--- src/hdl/l1cea_pkg.sv ---
// Behaviour
// RULE1: Error action 01 selects correct/invalidate/refill policy
// RULE2: Cache-inhibited accesses never invalidate on errors
// RULE3: EDC tag type 01 corrects single-bit tags
// RULE4: Clean unlocked multi-bit tag lines invalidated silently
// RULE5: Clean locked bad-tag lines invalidated on miss, check
// RULE6: Instruction errors insert one correction cycle
// RULE7: Locked instruction invalidation raises check, keeps lock
// RULE8: Instruction data error on good hit forces refill
// RULE9: Good instruction hit ignores other lines' errors
// RULE10: Bus error refilling locked line: check, invalidate
// RULE11: Data tag, lock, dirty errors insert correction cycle
// RULE12: Only clean bad-tag data lines get invalidated
// RULE13: Dirty parity error sets all dirty bits
// RULE14: Clean load data error forces same-line refill
// RULE15: Store hit ignores data parity errors
// RULE16: Dirty load data error: machine check, no refill
// RULE17: Re-lookup hitting only bad tags: check, no fill
// RULE18: Miss with dirty bad-tag line: check, no fill
// RULE19: Invalidating locked line raises check, lock kept
// RULE20: Reservation hit pushes dirty line; push error cancels
// RULE21: Reservations single-beat; store updates only on success
// RULE22: Reservation lookup invalidates only clean unlocked lines
// RULE23: Check enable zero suppresses all cache errors
// RULE24: Error action 00 raises machine check instead; the code does not raise it for reservations (go_mc excludes is_rsv)
// RULE25: Access stalls through correction and re-lookup
package l1cea_pkg;
    localparam int NUM_WAYS = 4;
    localparam logic [3:0] REG_DC_CTRL = 4'h0;
    localparam logic [3:0] REG_IC_CTRL = 4'h4;
    localparam logic [3:0] REG_STATUS = 4'h8;
    localparam int FLD_EA_LSB = 0;
    localparam int FLD_TAG_PROTECTION_TYPE_LSB = 2;
    localparam int FLD_ECE_BIT = 4;
    localparam logic [4:0] RST_CTRL = 5'h00;
    localparam logic [1:0] EA_MCHECK = 2'h0;
    localparam logic [1:0] EA_CORRECT = 2'h1;
    localparam logic [1:0] TAG_PROTECTION_TYPE_EDC = 2'h1;
    localparam logic [1:0] KIND_LOAD = 2'h0;
    localparam logic [1:0] KIND_STORE = 2'h1;
    localparam logic [1:0] KIND_LR = 2'h2;
    localparam logic [1:0] KIND_SC = 2'h3;
    localparam logic [15:0] RST_MC_COUNT = 16'h0000;

    typedef enum logic [2:0] {
        ST_IDLE,
        ST_LOOKUP,
        ST_CORRECT,
        ST_RELOOK,
        ST_REFILL,
        ST_PUSH,
        ST_RSV
    } l1cea_state_type;
endpackage
--- src/hdl/l1cea_ctrl.sv ---
// Implementation choices: the register addresses and the strobed register port.
`timescale 1ns/1ps
module l1cea_ctrl (
    input logic clk,
    input logic rst,
    // Register port
    input logic [3:0] reg_addr,
    input logic [31:0] reg_wdata,
    input logic reg_wr,
    input logic reg_rd,
    output logic [31:0] reg_rdata,
    // Access request from the core
    input logic req_valid,
    output logic req_ready,
    input logic req_icache,
    input logic [1:0] req_kind,
    input logic req_inhibited,
    // Per-way lookup results from the arrays
    input logic [l1cea_pkg::NUM_WAYS-1:0] lk_hit,
    input logic [l1cea_pkg::NUM_WAYS-1:0] lk_tag_sbe,
    input logic [l1cea_pkg::NUM_WAYS-1:0] lk_tag_mbe,
    input logic [l1cea_pkg::NUM_WAYS-1:0] lk_lock,
    input logic [l1cea_pkg::NUM_WAYS-1:0] lk_lock_err,
    input logic [l1cea_pkg::NUM_WAYS-1:0] lk_dirty,
    input logic [l1cea_pkg::NUM_WAYS-1:0] lk_dirty_err,
    input logic lk_data_err,
    output logic array_read,
    // Correction cycle writes to the tag arrays
    output logic corr_we,
    output logic [l1cea_pkg::NUM_WAYS-1:0] corr_fix_mask,
    output logic [l1cea_pkg::NUM_WAYS-1:0] corr_inval_mask,
    output logic [l1cea_pkg::NUM_WAYS-1:0] corr_dirty_set_mask,
    // System bus side
    output logic refill_req,
    output logic push_req,
    output logic rsv_req,
    output logic rsv_write,
    output logic [1:0] target_way,
    output logic refill_forced,
    output logic repl_update,
    input logic bus_done,
    input logic bus_err,
    input logic bus_exclusive_fail_response,
    input logic push_parity_err,
    // Results
    output logic mark_clean,
    output logic sc_update,
    output logic machine_check,
    output logic access_done
);
    import l1cea_pkg::*;

    l1cea_state_type state_r, state_nxt;
    logic [4:0] dc_ctrl_r, ic_ctrl_r;
    logic [15:0] mc_cnt_r;
    logic [31:0] rdata_r, rdata_nxt;
    logic req_icache_r, req_inh_r;
    logic [1:0] req_kind_r;
    logic corr_we_r, corr_we_nxt;
    logic [NUM_WAYS-1:0] fix_r, fix_nxt, inval_r, inval_nxt, dset_r, dset_nxt;
    logic lock_mc_r, lock_mc_nxt;
    logic [1:0] way_r, way_nxt;
    logic forced_r, forced_nxt;
    logic way_locked_r, way_locked_nxt;
    logic mc_r, mc_nxt;
    logic done_r, done_nxt;
    logic clean_r, clean_nxt;
    logic scu_r, scu_nxt;

    // Control fields of the cache that the current access targets
    wire [4:0] ctrl_sel = req_icache_r ? ic_ctrl_r : dc_ctrl_r;
    wire [1:0] ea = ctrl_sel[FLD_EA_LSB+:2];
    wire [1:0] tag_protection_type = ctrl_sel[FLD_TAG_PROTECTION_TYPE_LSB+:2];
    wire ece = ctrl_sel[FLD_ECE_BIT];
    wire mode_corr = (ea == EA_CORRECT); // RULE1
    wire mode_mc = (ea == EA_MCHECK);
    wire edc = (tag_protection_type == TAG_PROTECTION_TYPE_EDC);

    // Error qualification; a disabled checker reports nothing
    wire [NUM_WAYS-1:0] en_v = {NUM_WAYS{ece}}; // RULE23
    wire [NUM_WAYS-1:0] sbe = en_v & lk_tag_sbe & {NUM_WAYS{edc}}; // RULE3
    wire [NUM_WAYS-1:0] mbe = en_v & (lk_tag_mbe | (lk_tag_sbe & {NUM_WAYS{~edc}}));
    wire [NUM_WAYS-1:0] lerr = en_v & lk_lock_err;
    wire [NUM_WAYS-1:0] derr = en_v & lk_dirty_err & {NUM_WAYS{~req_icache_r}};
    wire [NUM_WAYS-1:0] dirty = lk_dirty & {NUM_WAYS{~req_icache_r}};
    wire dat = ece & lk_data_err;

    // Line classification
    wire [NUM_WAYS-1:0] clean = ~dirty & ~derr;
    wire [NUM_WAYS-1:0] locked_any = lk_lock | lerr;
    wire [NUM_WAYS-1:0] hit_good_v = lk_hit & ~mbe;
    wire hit_good = |hit_good_v;
    wire hit_unc = |(lk_hit & mbe);
    wire miss_after = ~hit_good;
    wire is_store = (req_kind_r == KIND_STORE);
    wire is_rsv = ~req_icache_r & ((req_kind_r == KIND_LR) | (req_kind_r == KIND_SC));
    wire dirty_unc = |(mbe & ~clean);

    // Lowest good hit way
    logic [1:0] hw;
    always_comb begin
        hw = 2'h0;
        for (int i = NUM_WAYS - 1; i >= 0; i--) begin
            if (hit_good_v[i]) begin
                hw = 2'(i);
            end
        end
    end
    wire hit_dirty = ~clean[hw];
    wire hit_locked = locked_any[hw];

    // Invalidation plan; reservations never touch locked lines
    wire [NUM_WAYS-1:0] keep_lock_inval = ~locked_any | {NUM_WAYS{miss_after}}; // RULE5 RULE7
    wire [NUM_WAYS-1:0] inval_plan = mbe & clean & (is_rsv ? ~locked_any : keep_lock_inval); // RULE12 RULE22 RULE4
    wire lock_mc = |(inval_plan & locked_any); // RULE19
    // Instruction side: tag, lock, or data error with a hit; data side: tag, lock, dirty
    wire need_corr = (|sbe) | (|mbe) | (|lerr) |
        (req_icache_r ? (dat & (|lk_hit)) : (|derr)); // RULE6 RULE11
    // Errors that the machine-check policy reports
    wire err_mc = (|sbe) | (|mbe) | (hit_good & dat & ~is_store) |
        (~hit_good & ((|lerr) | (|derr)));
    wire go_corr = ~req_inh_r & mode_corr & need_corr;
    wire go_mc = ~req_inh_r & mode_mc & err_mc & ~is_rsv; // RULE24
    wire rsv_ok = (state_r == ST_RSV) & bus_done & ~bus_err & ~bus_exclusive_fail_response;

    // Handshakes toward core and bus
    assign req_ready = (state_r == ST_IDLE); // RULE25
    assign array_read = ((state_r == ST_IDLE) & req_valid) | (state_r == ST_CORRECT);
    assign refill_req = (state_r == ST_REFILL);
    assign push_req = (state_r == ST_PUSH);
    assign rsv_req = (state_r == ST_RSV);
    assign rsv_write = (req_kind_r == KIND_SC);
    assign target_way = way_r;
    assign refill_forced = forced_r;
    assign repl_update = ~forced_r; // RULE8 RULE14
    assign corr_we = corr_we_r;
    assign corr_fix_mask = fix_r;
    assign corr_inval_mask = inval_r;
    assign corr_dirty_set_mask = dset_r;
    assign mark_clean = clean_r;
    assign sc_update = scu_r;
    assign machine_check = mc_r;
    assign access_done = done_r;
    assign reg_rdata = rdata_r;

    // Register read mux; unmapped offsets read zero
    always_comb begin
        rdata_nxt = 32'h0000_0000;
        if (reg_rd) begin
            case (reg_addr)
                REG_DC_CTRL: rdata_nxt = {27'h0, dc_ctrl_r};
                REG_IC_CTRL: rdata_nxt = {27'h0, ic_ctrl_r};
                REG_STATUS: rdata_nxt = {15'h0, ~req_ready, mc_cnt_r};
                default: rdata_nxt = 32'h0000_0000;
            endcase
        end
    end

    // Sequencer: one decision per lookup, stall until the outcome is known
    always_comb begin
        state_nxt = state_r;
        corr_we_nxt = 1'b0;
        fix_nxt = '0;
        inval_nxt = '0;
        dset_nxt = '0;
        lock_mc_nxt = lock_mc_r;
        way_nxt = way_r;
        forced_nxt = forced_r;
        way_locked_nxt = way_locked_r;
        mc_nxt = 1'b0;
        done_nxt = 1'b0;
        clean_nxt = 1'b0;
        scu_nxt = 1'b0;
        case (state_r)
            ST_IDLE: begin
                lock_mc_nxt = 1'b0;
                if (req_valid) begin
                    state_nxt = ST_LOOKUP;
                end
            end
            ST_LOOKUP, ST_RELOOK: begin
                if (state_r == ST_LOOKUP && req_inh_r) begin
                    // Inhibited: the array holds nothing to repair
                    done_nxt = 1'b1; // RULE2
                    state_nxt = ST_IDLE;
                end else if (state_r == ST_LOOKUP && go_mc) begin
                    mc_nxt = 1'b1; // RULE24
                    done_nxt = 1'b1;
                    state_nxt = ST_IDLE;
                end else if (state_r == ST_LOOKUP && go_corr) begin
                    corr_we_nxt = 1'b1; // RULE6 RULE11
                    fix_nxt = sbe | lerr; // RULE3
                    inval_nxt = inval_plan; // RULE12
                    dset_nxt = derr; // RULE13
                    lock_mc_nxt = lock_mc;
                    mc_nxt = lock_mc; // RULE19 RULE7
                    state_nxt = ST_CORRECT;
                end else if (is_rsv) begin
                    if (hit_good) begin
                        way_nxt = hw;
                        state_nxt = hit_dirty ? ST_PUSH : ST_RSV; // RULE20
                    end else if (dirty_unc) begin
                        mc_nxt = 1'b1; // RULE22
                        done_nxt = 1'b1;
                        state_nxt = ST_IDLE;
                    end else begin
                        state_nxt = ST_RSV; // RULE21
                    end
                end else if (hit_good) begin
                    // Other lines' errors do not matter on a good hit
                    if (dat && !is_store && (req_icache_r || clean[hw])) begin
                        way_nxt = hw; // RULE8 RULE14 RULE9
                        forced_nxt = 1'b1;
                        way_locked_nxt = hit_locked;
                        state_nxt = ST_REFILL;
                    end else if (dat && !is_store) begin
                        mc_nxt = 1'b1; // RULE16
                        done_nxt = 1'b1;
                        state_nxt = ST_IDLE;
                    end else begin
                        done_nxt = 1'b1; // RULE15
                        state_nxt = ST_IDLE;
                    end
                end else if (hit_unc || dirty_unc || lock_mc_r) begin
                    // No fill: dirty data or a locked line would be lost
                    mc_nxt = hit_unc | dirty_unc; // RULE17 RULE18
                    done_nxt = 1'b1;
                    state_nxt = ST_IDLE;
                end else begin
                    forced_nxt = 1'b0;
                    way_locked_nxt = 1'b0;
                    state_nxt = ST_REFILL;
                end
            end
            ST_CORRECT: begin
                state_nxt = ST_RELOOK; // RULE25
            end
            ST_REFILL: begin
                if (bus_done) begin
                    if (bus_err && forced_r && way_locked_r) begin
                        mc_nxt = 1'b1; // RULE10
                        corr_we_nxt = 1'b1;
                        inval_nxt = NUM_WAYS'(1) << way_r;
                    end
                    done_nxt = 1'b1;
                    state_nxt = ST_IDLE;
                end
            end
            ST_PUSH: begin
                if (bus_done) begin
                    if (push_parity_err || bus_err) begin
                        mc_nxt = 1'b1; // RULE20
                        done_nxt = 1'b1;
                        state_nxt = ST_IDLE;
                    end else begin
                        clean_nxt = 1'b1; // RULE20
                        state_nxt = ST_RSV;
                    end
                end
            end
            ST_RSV: begin
                if (bus_done) begin
                    scu_nxt = rsv_ok & rsv_write; // RULE21
                    done_nxt = 1'b1;
                    state_nxt = ST_IDLE;
                end
            end
            default: begin
                state_nxt = ST_IDLE;
            end
        endcase
    end

    // Sequencer and result flops
    always_ff @(posedge clk) begin
        if (rst) begin
            state_r <= ST_IDLE;
            corr_we_r <= 1'b0;
            fix_r <= '0;
            inval_r <= '0;
            dset_r <= '0;
            lock_mc_r <= 1'b0;
            way_r <= 2'h0;
            forced_r <= 1'b0;
            way_locked_r <= 1'b0;
            mc_r <= 1'b0;
            done_r <= 1'b0;
            clean_r <= 1'b0;
            scu_r <= 1'b0;
        end else begin
            state_r <= state_nxt;
            corr_we_r <= corr_we_nxt;
            fix_r <= fix_nxt;
            inval_r <= inval_nxt;
            dset_r <= dset_nxt;
            lock_mc_r <= lock_mc_nxt;
            way_r <= way_nxt;
            forced_r <= forced_nxt;
            way_locked_r <= way_locked_nxt;
            mc_r <= mc_nxt;
            done_r <= done_nxt;
            clean_r <= clean_nxt;
            scu_r <= scu_nxt;
        end
    end

    // Request capture; fields hold for the whole access
    always_ff @(posedge clk) begin
        if (rst) begin
            req_icache_r <= 1'b0;
            req_kind_r <= KIND_LOAD;
            req_inh_r <= 1'b0;
        end else if (req_ready && req_valid) begin
            req_icache_r <= req_icache;
            req_kind_r <= req_kind;
            req_inh_r <= req_inhibited;
        end
    end

    // Software registers; the check counter saturates rather than wraps
    always_ff @(posedge clk) begin
        if (rst) begin
            dc_ctrl_r <= RST_CTRL;
            ic_ctrl_r <= RST_CTRL;
            mc_cnt_r <= RST_MC_COUNT;
            rdata_r <= 32'h0000_0000;
        end else begin
            if (reg_wr && reg_addr == REG_DC_CTRL) begin
                dc_ctrl_r <= reg_wdata[4:0];
            end
            if (reg_wr && reg_addr == REG_IC_CTRL) begin
                ic_ctrl_r <= reg_wdata[4:0];
            end
            if (mc_r && mc_cnt_r != 16'hFFFF) begin
                mc_cnt_r <= mc_cnt_r + 16'h0001;
            end
            rdata_r <= rdata_nxt;
        end
    end

    // A decision taken straight from the first lookup counts like one after re-lookup
    wire decide = (state_r == ST_RELOOK) ||
        (state_r == ST_LOOKUP && !req_inh_r && !go_corr && !go_mc);

    // Checks
    a_inh_no_inval: assert property (@(posedge clk) disable iff (rst) // RULE2
        (state_r == ST_LOOKUP && req_inh_r) |=> !corr_we ##1 !corr_we)
        else $error("inhibited access started a correction");
    a_corr_cycle_in: assert property (@(posedge clk) disable iff (rst) // RULE6
        (state_r == ST_LOOKUP && go_corr) |=> corr_we && state_r == ST_CORRECT
            ##1 state_r == ST_RELOOK && !req_ready)
        else $error("correction cycle not inserted");
    a_dirty_bits_set: assert property (@(posedge clk) disable iff (rst) // RULE13
        (state_r == ST_LOOKUP && go_corr) |=> corr_dirty_set_mask == $past(derr))
        else $error("dirty parity not repaired");
    a_clean_refill: assert property (@(posedge clk) disable iff (rst) // RULE14
        (state_r == ST_RELOOK && !is_rsv && hit_good && dat && !is_store && clean[hw])
            |=> refill_req && refill_forced && !repl_update && target_way == $past(hw))
        else $error("forced refill missing");
    a_store_hit_ok: assert property (@(posedge clk) disable iff (rst) // RULE15
        (decide && !is_rsv && hit_good && is_store)
            |=> access_done && !machine_check && !refill_req)
        else $error("store hit disturbed");
    a_dirty_load_mc: assert property (@(posedge clk) disable iff (rst) // RULE16
        (decide && !is_rsv && !req_icache_r && hit_good && dat && !is_store
            && hit_dirty) |=> machine_check && access_done && !refill_req)
        else $error("dirty load error not checked");
    a_miss_dirty_unc: assert property (@(posedge clk) disable iff (rst) // RULE18
        (state_r == ST_RELOOK && !is_rsv && !hit_good && dirty_unc)
            |=> machine_check && req_ready)
        else $error("miss with dirty bad tag filled");
    a_lock_inval_mc: assert property (@(posedge clk) disable iff (rst) // RULE19
        (state_r == ST_LOOKUP && go_corr && lock_mc) |=> machine_check && corr_we)
        else $error("locked invalidation silent");
    a_check_off: assert property (@(posedge clk) disable iff (rst) // RULE23
        (state_r == ST_LOOKUP && !ece) |=> !corr_we && !machine_check)
        else $error("disabled checker reported");
    a_mcheck_mode: assert property (@(posedge clk) disable iff (rst) // RULE24
        (state_r == ST_LOOKUP && go_mc) |=> machine_check && !corr_we)
        else $error("policy 00 did not check");
    a_push_cancel: assert property (@(posedge clk) disable iff (rst) // RULE20
        (state_r == ST_PUSH && bus_done && push_parity_err) |=> machine_check && !rsv_req)
        else $error("push error did not cancel");
    a_sc_success: assert property (@(posedge clk) disable iff (rst) // RULE21
        sc_update |-> $past(rsv_ok) && rsv_write)
        else $error("store update without success");
    c_corr_relook: cover property (@(posedge clk) disable iff (rst)
        state_r == ST_CORRECT ##1 state_r == ST_RELOOK ##1 refill_req);
    c_push_rsv: cover property (@(posedge clk) disable iff (rst)
        mark_clean ##[1:20] sc_update);
    c_locked_fill_err: cover property (@(posedge clk) disable iff (rst)
        state_r == ST_REFILL && bus_done && bus_err && way_locked_r);
endmodule

--- config.mk ---
export PLATFORM = sky130hd
export DESIGN_NAME = l1cea_ctrl
export DESIGN_NICKNAME = d
export VERILOG_FILES = /design/src/hdl/l1cea_pkg.sv /design/src/hdl/l1cea_ctrl.sv
export SDC_FILE = /design/constraint.sdc
export NUM_CORES = 1
export LEC_CHECK = 0
export BUFFER_PORTS_ARGS = -buffer_cell sky130_fd_sc_hd__buf_2
export CORE_AREA = 2 2 96 98
export DETAILED_ROUTE_END_ITERATION = 7
export DIE_AREA = 0 0 98 100
export PLACE_DENSITY = 0.72
export SLEW_MARGIN = 20
export SYNTH_ARGS = -nofsm -noshare
export SYNTH_HDL_FRONTEND = slang
export SYNTH_SLANG_ARGS = --single-unit
export TNS_END_PERCENT = 1
--- constraint.sdc ---
create_clock -name clk -period 3.3 [get_ports clk]
set_input_delay 0.66 -clock clk [delete_from_list [all_inputs] [get_ports clk]]
set_output_delay 0.66 -clock clk [all_outputs]
set_load 0.02 [all_outputs]
**After elaboration in Yosys (flattened, before gate mapping)**

Cells that the tools add are included.

- Flip-flop bits (word level): 87
- Input bits: 78
- Output and inout bits: 59
- Logic and storage cells: 227

- $add $sub $neg: 1
- $lt $le $gt $ge: 1
- Equality and inequality tests: 22
- Shift operators: 1
- Mux-type cells: 75
- Bitwise logic cells: 67
- Reduce and logical (&&, ||, !) cells: 40

Operators by type and width:

| cell | count |
|---|---|
| $and 4x4->4 | 15 |
| $pmux 17 s3 | 1 |
| $mux 3 | 13 |
| $mux 1 | 37 |
| $reduce_or 4->1 | 9 |
| $mux 4 | 6 |
| $not 4->4 | 5 |
| $mux 2 | 9 |
| $not 1->1 | 18 |
| $add 16x1->16 const B | 1 |
| $and 1x1->1 | 16 |
| $ne 16x16->1 const B | 1 |
| $or 4x4->4 | 4 |
| $pmux 3 s5 | 1 |
| $logic_and 1x1->1 | 11 |
| $ne 2x2->1 const B | 5 |
| $eq 3x3->1 const B | 3 |
| $or 1x1->1 | 9 |
| $pmux 4 s2 | 1 |
| $reduce_and 7->1 | 1 |
| $eq 2x1->1 const B | 3 |
| $eq 3x2->1 const B | 2 |
| $ne 2x1->1 const B | 3 |
| $pmux 1 s3 | 2 |
| other kinds (21) | 31 |

**Longest topological paths before layout**

- Word-level depth: 23
- Mapped depth: 11
- Depth with buffers taken out: 9

**Least setup slack after synthesis**

OpenSTA, ideal clock, no wires.

- Path kind: input-to-reg
- Start point: input port lk_hit[1] in the netlist's numbering
- End point: register way_r[1], in the netlist target_way[1]
- Library setup time: 0.123 ns
- Arrival time: 2.517 ns
- Data required time: 3.177 ns
- Slack: 0.660 ns
- Stages: 8
- Path buffers: 1
- Cell sequence: or4_1 > a31o_1 > a21oi_1 > or2_2 > buf_2 > nor3b_4 > nand3_1 > mux2_1

- Word-level cells in the longest chain between the ends: 11
- Elaborated cells between the ends (all ways): 31
- Classes of those cells: mux: 9; bitwise: 14; reduce/logical: 8

Ends and longest elaborated chain:

| item | RTL line | RTL |
|---|---|---|
| start: declaration | l1cea_ctrl.sv:19 | `input logic [l1cea_pkg::NUM_WAYS-1:0] lk_hit,` |
| $and 4x4->4 | l1cea_ctrl.sv:91 | `wire [NUM_WAYS-1:0] hit_good_v = lk_hit & ~mbe;` |
| $reduce_or 4->1 | l1cea_ctrl.sv:92 | `wire hit_good = \|hit_good_v;` |
| $and 1x1->1 (2 in series) | l1cea_ctrl.sv:120 | `wire err_mc = (\|sbe) \| (\|mbe) \| (hit_good & dat & ~is_store) \|` |
| $or 1x1->1 (2 in series) | l1cea_ctrl.sv:120 |  |
| $and 1x1->1 (2 in series) | l1cea_ctrl.sv:123 | `wire go_mc = ~req_inh_r & mode_mc & err_mc & ~is_rsv;` |
| $logic_and 1x1->1 | l1cea_ctrl.sv:186 | `end else if (state_r == ST_LOOKUP && go_mc) begin` |
| $not 1->1 (no line) | -- |  |
| $reduce_and 6->1 (no line) | -- |  |
| end signal: assignment | l1cea_ctrl.sv:297 | `way_r <= way_nxt;` |
| end: declaration | l1cea_ctrl.sv:62 | `logic [1:0] way_r, way_nxt;` |

Several ways; a longest one is shown, not always the timed one. The select of a mux whose other input is x is not followed.
A chain may end at the register's enable or synchronous reset.

**Worst setup path after layout**

- Start point: register req_icache_r
- End point: register way_r[1], in the netlist target_way[1]

- Word-level cells in the longest chain between the ends: 18
- Elaborated cells between the ends (all ways): 64
- Classes of those cells: eq/ne: 2; mux: 12; bitwise: 37; reduce/logical: 13

Ends and longest elaborated chain:

| item | RTL line | RTL |
|---|---|---|
| start: declaration | l1cea_ctrl.sv:57 | `logic req_icache_r, req_inh_r;` |
| start signal: assignment | l1cea_ctrl.sv:314 | `req_icache_r <= req_icache;` |
| $mux 5 | l1cea_ctrl.sv:71 | `wire [4:0] ctrl_sel = req_icache_r ? ic_ctrl_r : dc_ctrl_r;` |
| $eq 2x1->1 | l1cea_ctrl.sv:77 | `wire edc = (tag_protection_type == TAG_PROTECTION_TYPE_EDC);` |
| $not 1->1 | l1cea_ctrl.sv:82 | `wire [NUM_WAYS-1:0] mbe = en_v & (lk_tag_mbe \| (lk_tag_sbe & {NUM_WAYS{~edc}}));` |
| $and 4x4->4 | l1cea_ctrl.sv:82 |  |
| $or 4x4->4 | l1cea_ctrl.sv:82 |  |
| $and 4x4->4 | l1cea_ctrl.sv:82 |  |
| $not 4->4 | l1cea_ctrl.sv:91 |  |
| $and 4x4->4 | l1cea_ctrl.sv:91 |  |
| $mux 2 or $reduce_or 4->1 (tied branches) | l1cea_ctrl.sv:104, l1cea_ctrl.sv:92 |  |
| $mux 2 or $and 1x1->1 (tied branches) (2 in series) | l1cea_ctrl.sv:104, l1cea_ctrl.sv:120 |  |
| $mux 2 or $or 1x1->1 (tied branches) | l1cea_ctrl.sv:104, l1cea_ctrl.sv:120 |  |
| $bmux 1 s2 or $or 1x1->1 (tied branches) | l1cea_ctrl.sv:211, l1cea_ctrl.sv:120 |  |
| $mux 1 (not written as such) or $and 1x1->1 (tied branches) | l1cea_ctrl.sv:211, l1cea_ctrl.sv:123 |  |
| $logic_or 1x1->1 or $and 1x1->1 (tied branches) | l1cea_ctrl.sv:211, l1cea_ctrl.sv:123 |  |
| $logic_and 1x1->1, on equally long branches | l1cea_ctrl.sv:211, l1cea_ctrl.sv:186 |  |
| $reduce_bool 2->1 (no line) or $not 1->1 (tied branches) | -- |  |
| $reduce_and 6->1 (no line) | -- |  |

Several ways; a longest one is shown, not always the timed one. The select of a mux whose other input is x is not followed.

==> summary.md <==
| Metric | Value |
|---|---|
| Post-synth EDFFs | `0` |
| Drt pass-1 iters | `5` |
| Post-CTS sizing | `0` |
| Initial antenna violation count | `0` |
| CP max FO | `8` |
| Avg Cell Area, Syn | `~8.5 um2` |
| Commonest non-fill, non-tap cell in the layout | `buf_2` |
| Die height | `~100 um` |
| Antenna-violating nets left | `0` |
| Fin crit share | `0.8967` |
| RSZ-0062 raised after global routing | `no` |
| Crit end category | `flop` |
| # nets final | `roughly 630` |
| Outcome | `complete, no violations` |
| Mux cell area share after synthesis | `0.05990` |
| Register Area | `between 1000 and 1500 um2` |
| Netlist cell types | `between 70 and 80` |
| Postcts setup bufs | `0` |
| Critical path's slowest cell | `dfxtp_1` |
| Starting density of the core | `0.4370` |
| First-pass GRT wire length | `around 16 mm` |
| VDD IR max | `189.2 uV` |
| Placer Congestion | `between 0.9 and 1` |
| Post-CTS Hold Fix Bufs | `0` |
| WS Path Type | `reg2reg` |
| Clock latency on the worst-skew pair | `~0.36 ns` |
| Syn Inst Count | `roughly 460` |
| CP startpoint kind | `flop` |
| Clk sinks | `72` |
| CP Buf/Inv Count | `0` |
| Post-synthesis simple-gate area fraction | `0.2705` |
| Total global-route track usage | `0.2088` |
| Post-synth top area share | `0.3710` |
| Main combinational cell family by area after synthesis | `simple AND/OR/NAND/NOR gates` |
| Crit-path leading delay family | `simple AND/OR/NAND/NOR gates` |
| Fmax | `about 340 MHz` |
| Worst Path Arrival | `about 3.2 ns` |
| Largest net degree at the start of global routing | `just over 50` |
| Fill count | `~850` |
| FF+latch count, synth | `roughly 70` |
| Hpwl dp | `7.404 mm` |
| Vias/cell | `5.508` |
| Tmin final | `~3.0 ns` |
| Wirelength per Cell | `roughly 15 um` |
| Setup Skew | `between 0.015 and 0.02 ns` |
| Worst Path Required | `around 3.6 ns` |
| H-tree depth | `3` |
| Fin area | `about 4600 um2` |
| Placed cell count | `648` |
| Compound-Gate Fraction of Synth Area | `0.2006` |
| Area delta synth->final | `18.16%` |
| Area occupied by multi-input gates | `approximately 2200 um2` |
| Layout cells sized above 1 | `0.2495` |
| Port Buf Inserts | `94` |
| Largest area contributor in the netlist | `dfxtp_1` |
| Num CTS Buffers | `9` |
| Max Cap Violations | `0` |
| TritonCTS clock tree | `built` |
| Final setup fails | `0` |
| Final cell count without fillers | `about 660` |
| Post-Place Cell Area | `~4400 um2` |
| Post-synthesis xor/xnor area fraction | `0.02931` |
| Slew Viols, Final | `0` |
| Clk slew on worst S/H paths | `0.09 ns` |
| Leak pwr | `1.907 nW` |
| Setup TNS | `0 ns` |
| Post-route DRC | `0` |
| Die area | `roughly 9800 um2` |
| Worst Tran Pin Value | `about 0.91 ns` |
| Total congestion overflow | `0` |
| Top Ports | `between 100 and 150` |
| Slowest Stage Delay on Critical Path | `0.48 ns` |
| Most frequent cells in the layout | `94 x buf_2, 77 x nor2_1, 72 x dfxtp_1, 30 x a21oi_1, 25 x nand2_1` |
| Die Wd | `98 um` |
| Synth area leaders | `dfxtp_1 37%, nor2_1 7.4%, mux2i_1 5.4%, a21oi_1 3.9%, buf_4 2.9%` |
| Post-synthesis cell area | `approximately 3900 um2` |
| Initial DRC count | `roughly 150` |
| Async SR Flop Fraction | `0` |
| Synth warn | `0` |
| CTS Root Cell | `clkbuf_8` |
| Row count | `35` |
| Top FF cell, synth | `dfxtp_1` |
| Vias | `roughly 3700` |
| Worst min path class | `reg2reg` |
| WL final | `~10 mm` |
| Clock buffer depth | `2` |
| Slew margin rel. | `0.3962` |
| Vias in the first global route | `about 3400` |
| Area of the core | `about 8900 um2` |
| Register area share after synthesis | `0.3710` |
| Antenna Cells | `0` |
| Synthesized-area fraction occupied by adder cells | `0.003221` |
| Pwr dens | `just over 400 nW/um2` |
| Final hold violation count | `0` |
| Crit path cell chain | `or3b_1, nand2_1, o2bb2ai_1, and4_4, a211oi_2, nor3b_4, nand3_1, mux2_1` |
## layout make-up
| cell class | count | share of cell area |
|---|---|---|
| sequential | 72 | 0.3140 |
| inverter | 11 | 0.008994 |
| clock inverter | 7 | 0.01826 |
| timing repair buffer | 100 | 0.1123 |
| multi-input combinational | 354 | 0.4892 |
| tap | 111 | 0.03025 |
| clock buffer | 9 | 0.02698 |
## path summary, 6_finish.rpt
kind	from	end	slack (ns)	depth (start not counted)
max	req_icache_r$_SDFFE_PP0P_	target_way[1]$_SDFFE_PP0P_	0.34	8
min	mc_cnt_r[9]$_SDFFE_PP0P_	reg_rdata[9]$_SDFF_PP0_	0.51	1
max reg2reg	req_icache_r$_SDFFE_PP0P_	target_way[1]$_SDFFE_PP0P_	0.34	8
min reg2reg	mc_cnt_r[9]$_SDFFE_PP0P_	reg_rdata[9]$_SDFF_PP0_	0.51	1
## power by group
part           switching, W  internal [W]  leakage (nW)
sequential        0.0000129      0.000877         0.581
clock              0.000383      0.000364         0.103
combinational      0.000146     0.0000824          1.22
total              0.000541       0.00132          1.91
## cell families after synthesis
group / Yosys count
simple gates: 201
compound gates: 101
flops: 72
buf+inv: 46
mux: 23
xor+xnor: 13
fa+ha+maj: 1
other cells: 1
## metal layers
metal	vias to the layer above	track usage	wire [um]
met5	-	0	0
met4	0	0.09722	285
met3	24	0.03691	546
met2	131	0.3620	4849
met1	1710	0.2528	4335
li1	1792	-	-
## flip-flops by register name, indices dropped and copies added (netlist names)
signal	flops
corr_inval_mask	4
corr_fix_mask	4
mc_cnt_r	16
mark_clean	1
ic_ctrl_r	5
corr_dirty_set_mask	4
target_way	2
reg_rdata	17
way_locked_r	1
req_inh_r	1
req_kind_r	2
state_r	3
req_icache_r	1
machine_check	1
access_done	1
refill_forced	1
lock_mc_r	1
corr_we	1
dc_ctrl_r	5
sc_update	1
## Yosys cell counts (11+ instances only)
cell,instances
nor3_1,11
or3_1,11
clkbuf_1,12
inv_1,11
mux2i_1,21
dfxtp_1,72
o21ai_0,12
and2_1,17
nand2_1,25
a21oi_1,30
buf_4,15
nor2_1,77
## per-stage QoR
step                hold slack, ns  setup slack, ns  total power, W  utilization
floorplan                   0.4697           0.6596        0.001069            -
global placement            0.4972           0.3393        0.001133       0.4930
detailed placement          0.4958           0.3628        0.001135       0.4930
CTS                         0.5081           0.3477        0.001881       0.5164
global route                0.5216           0.1512        0.001945       0.5164
finish                      0.5107           0.3408        0.001864       0.5164
No activity file was read; power rests on OpenSTA's default activity.
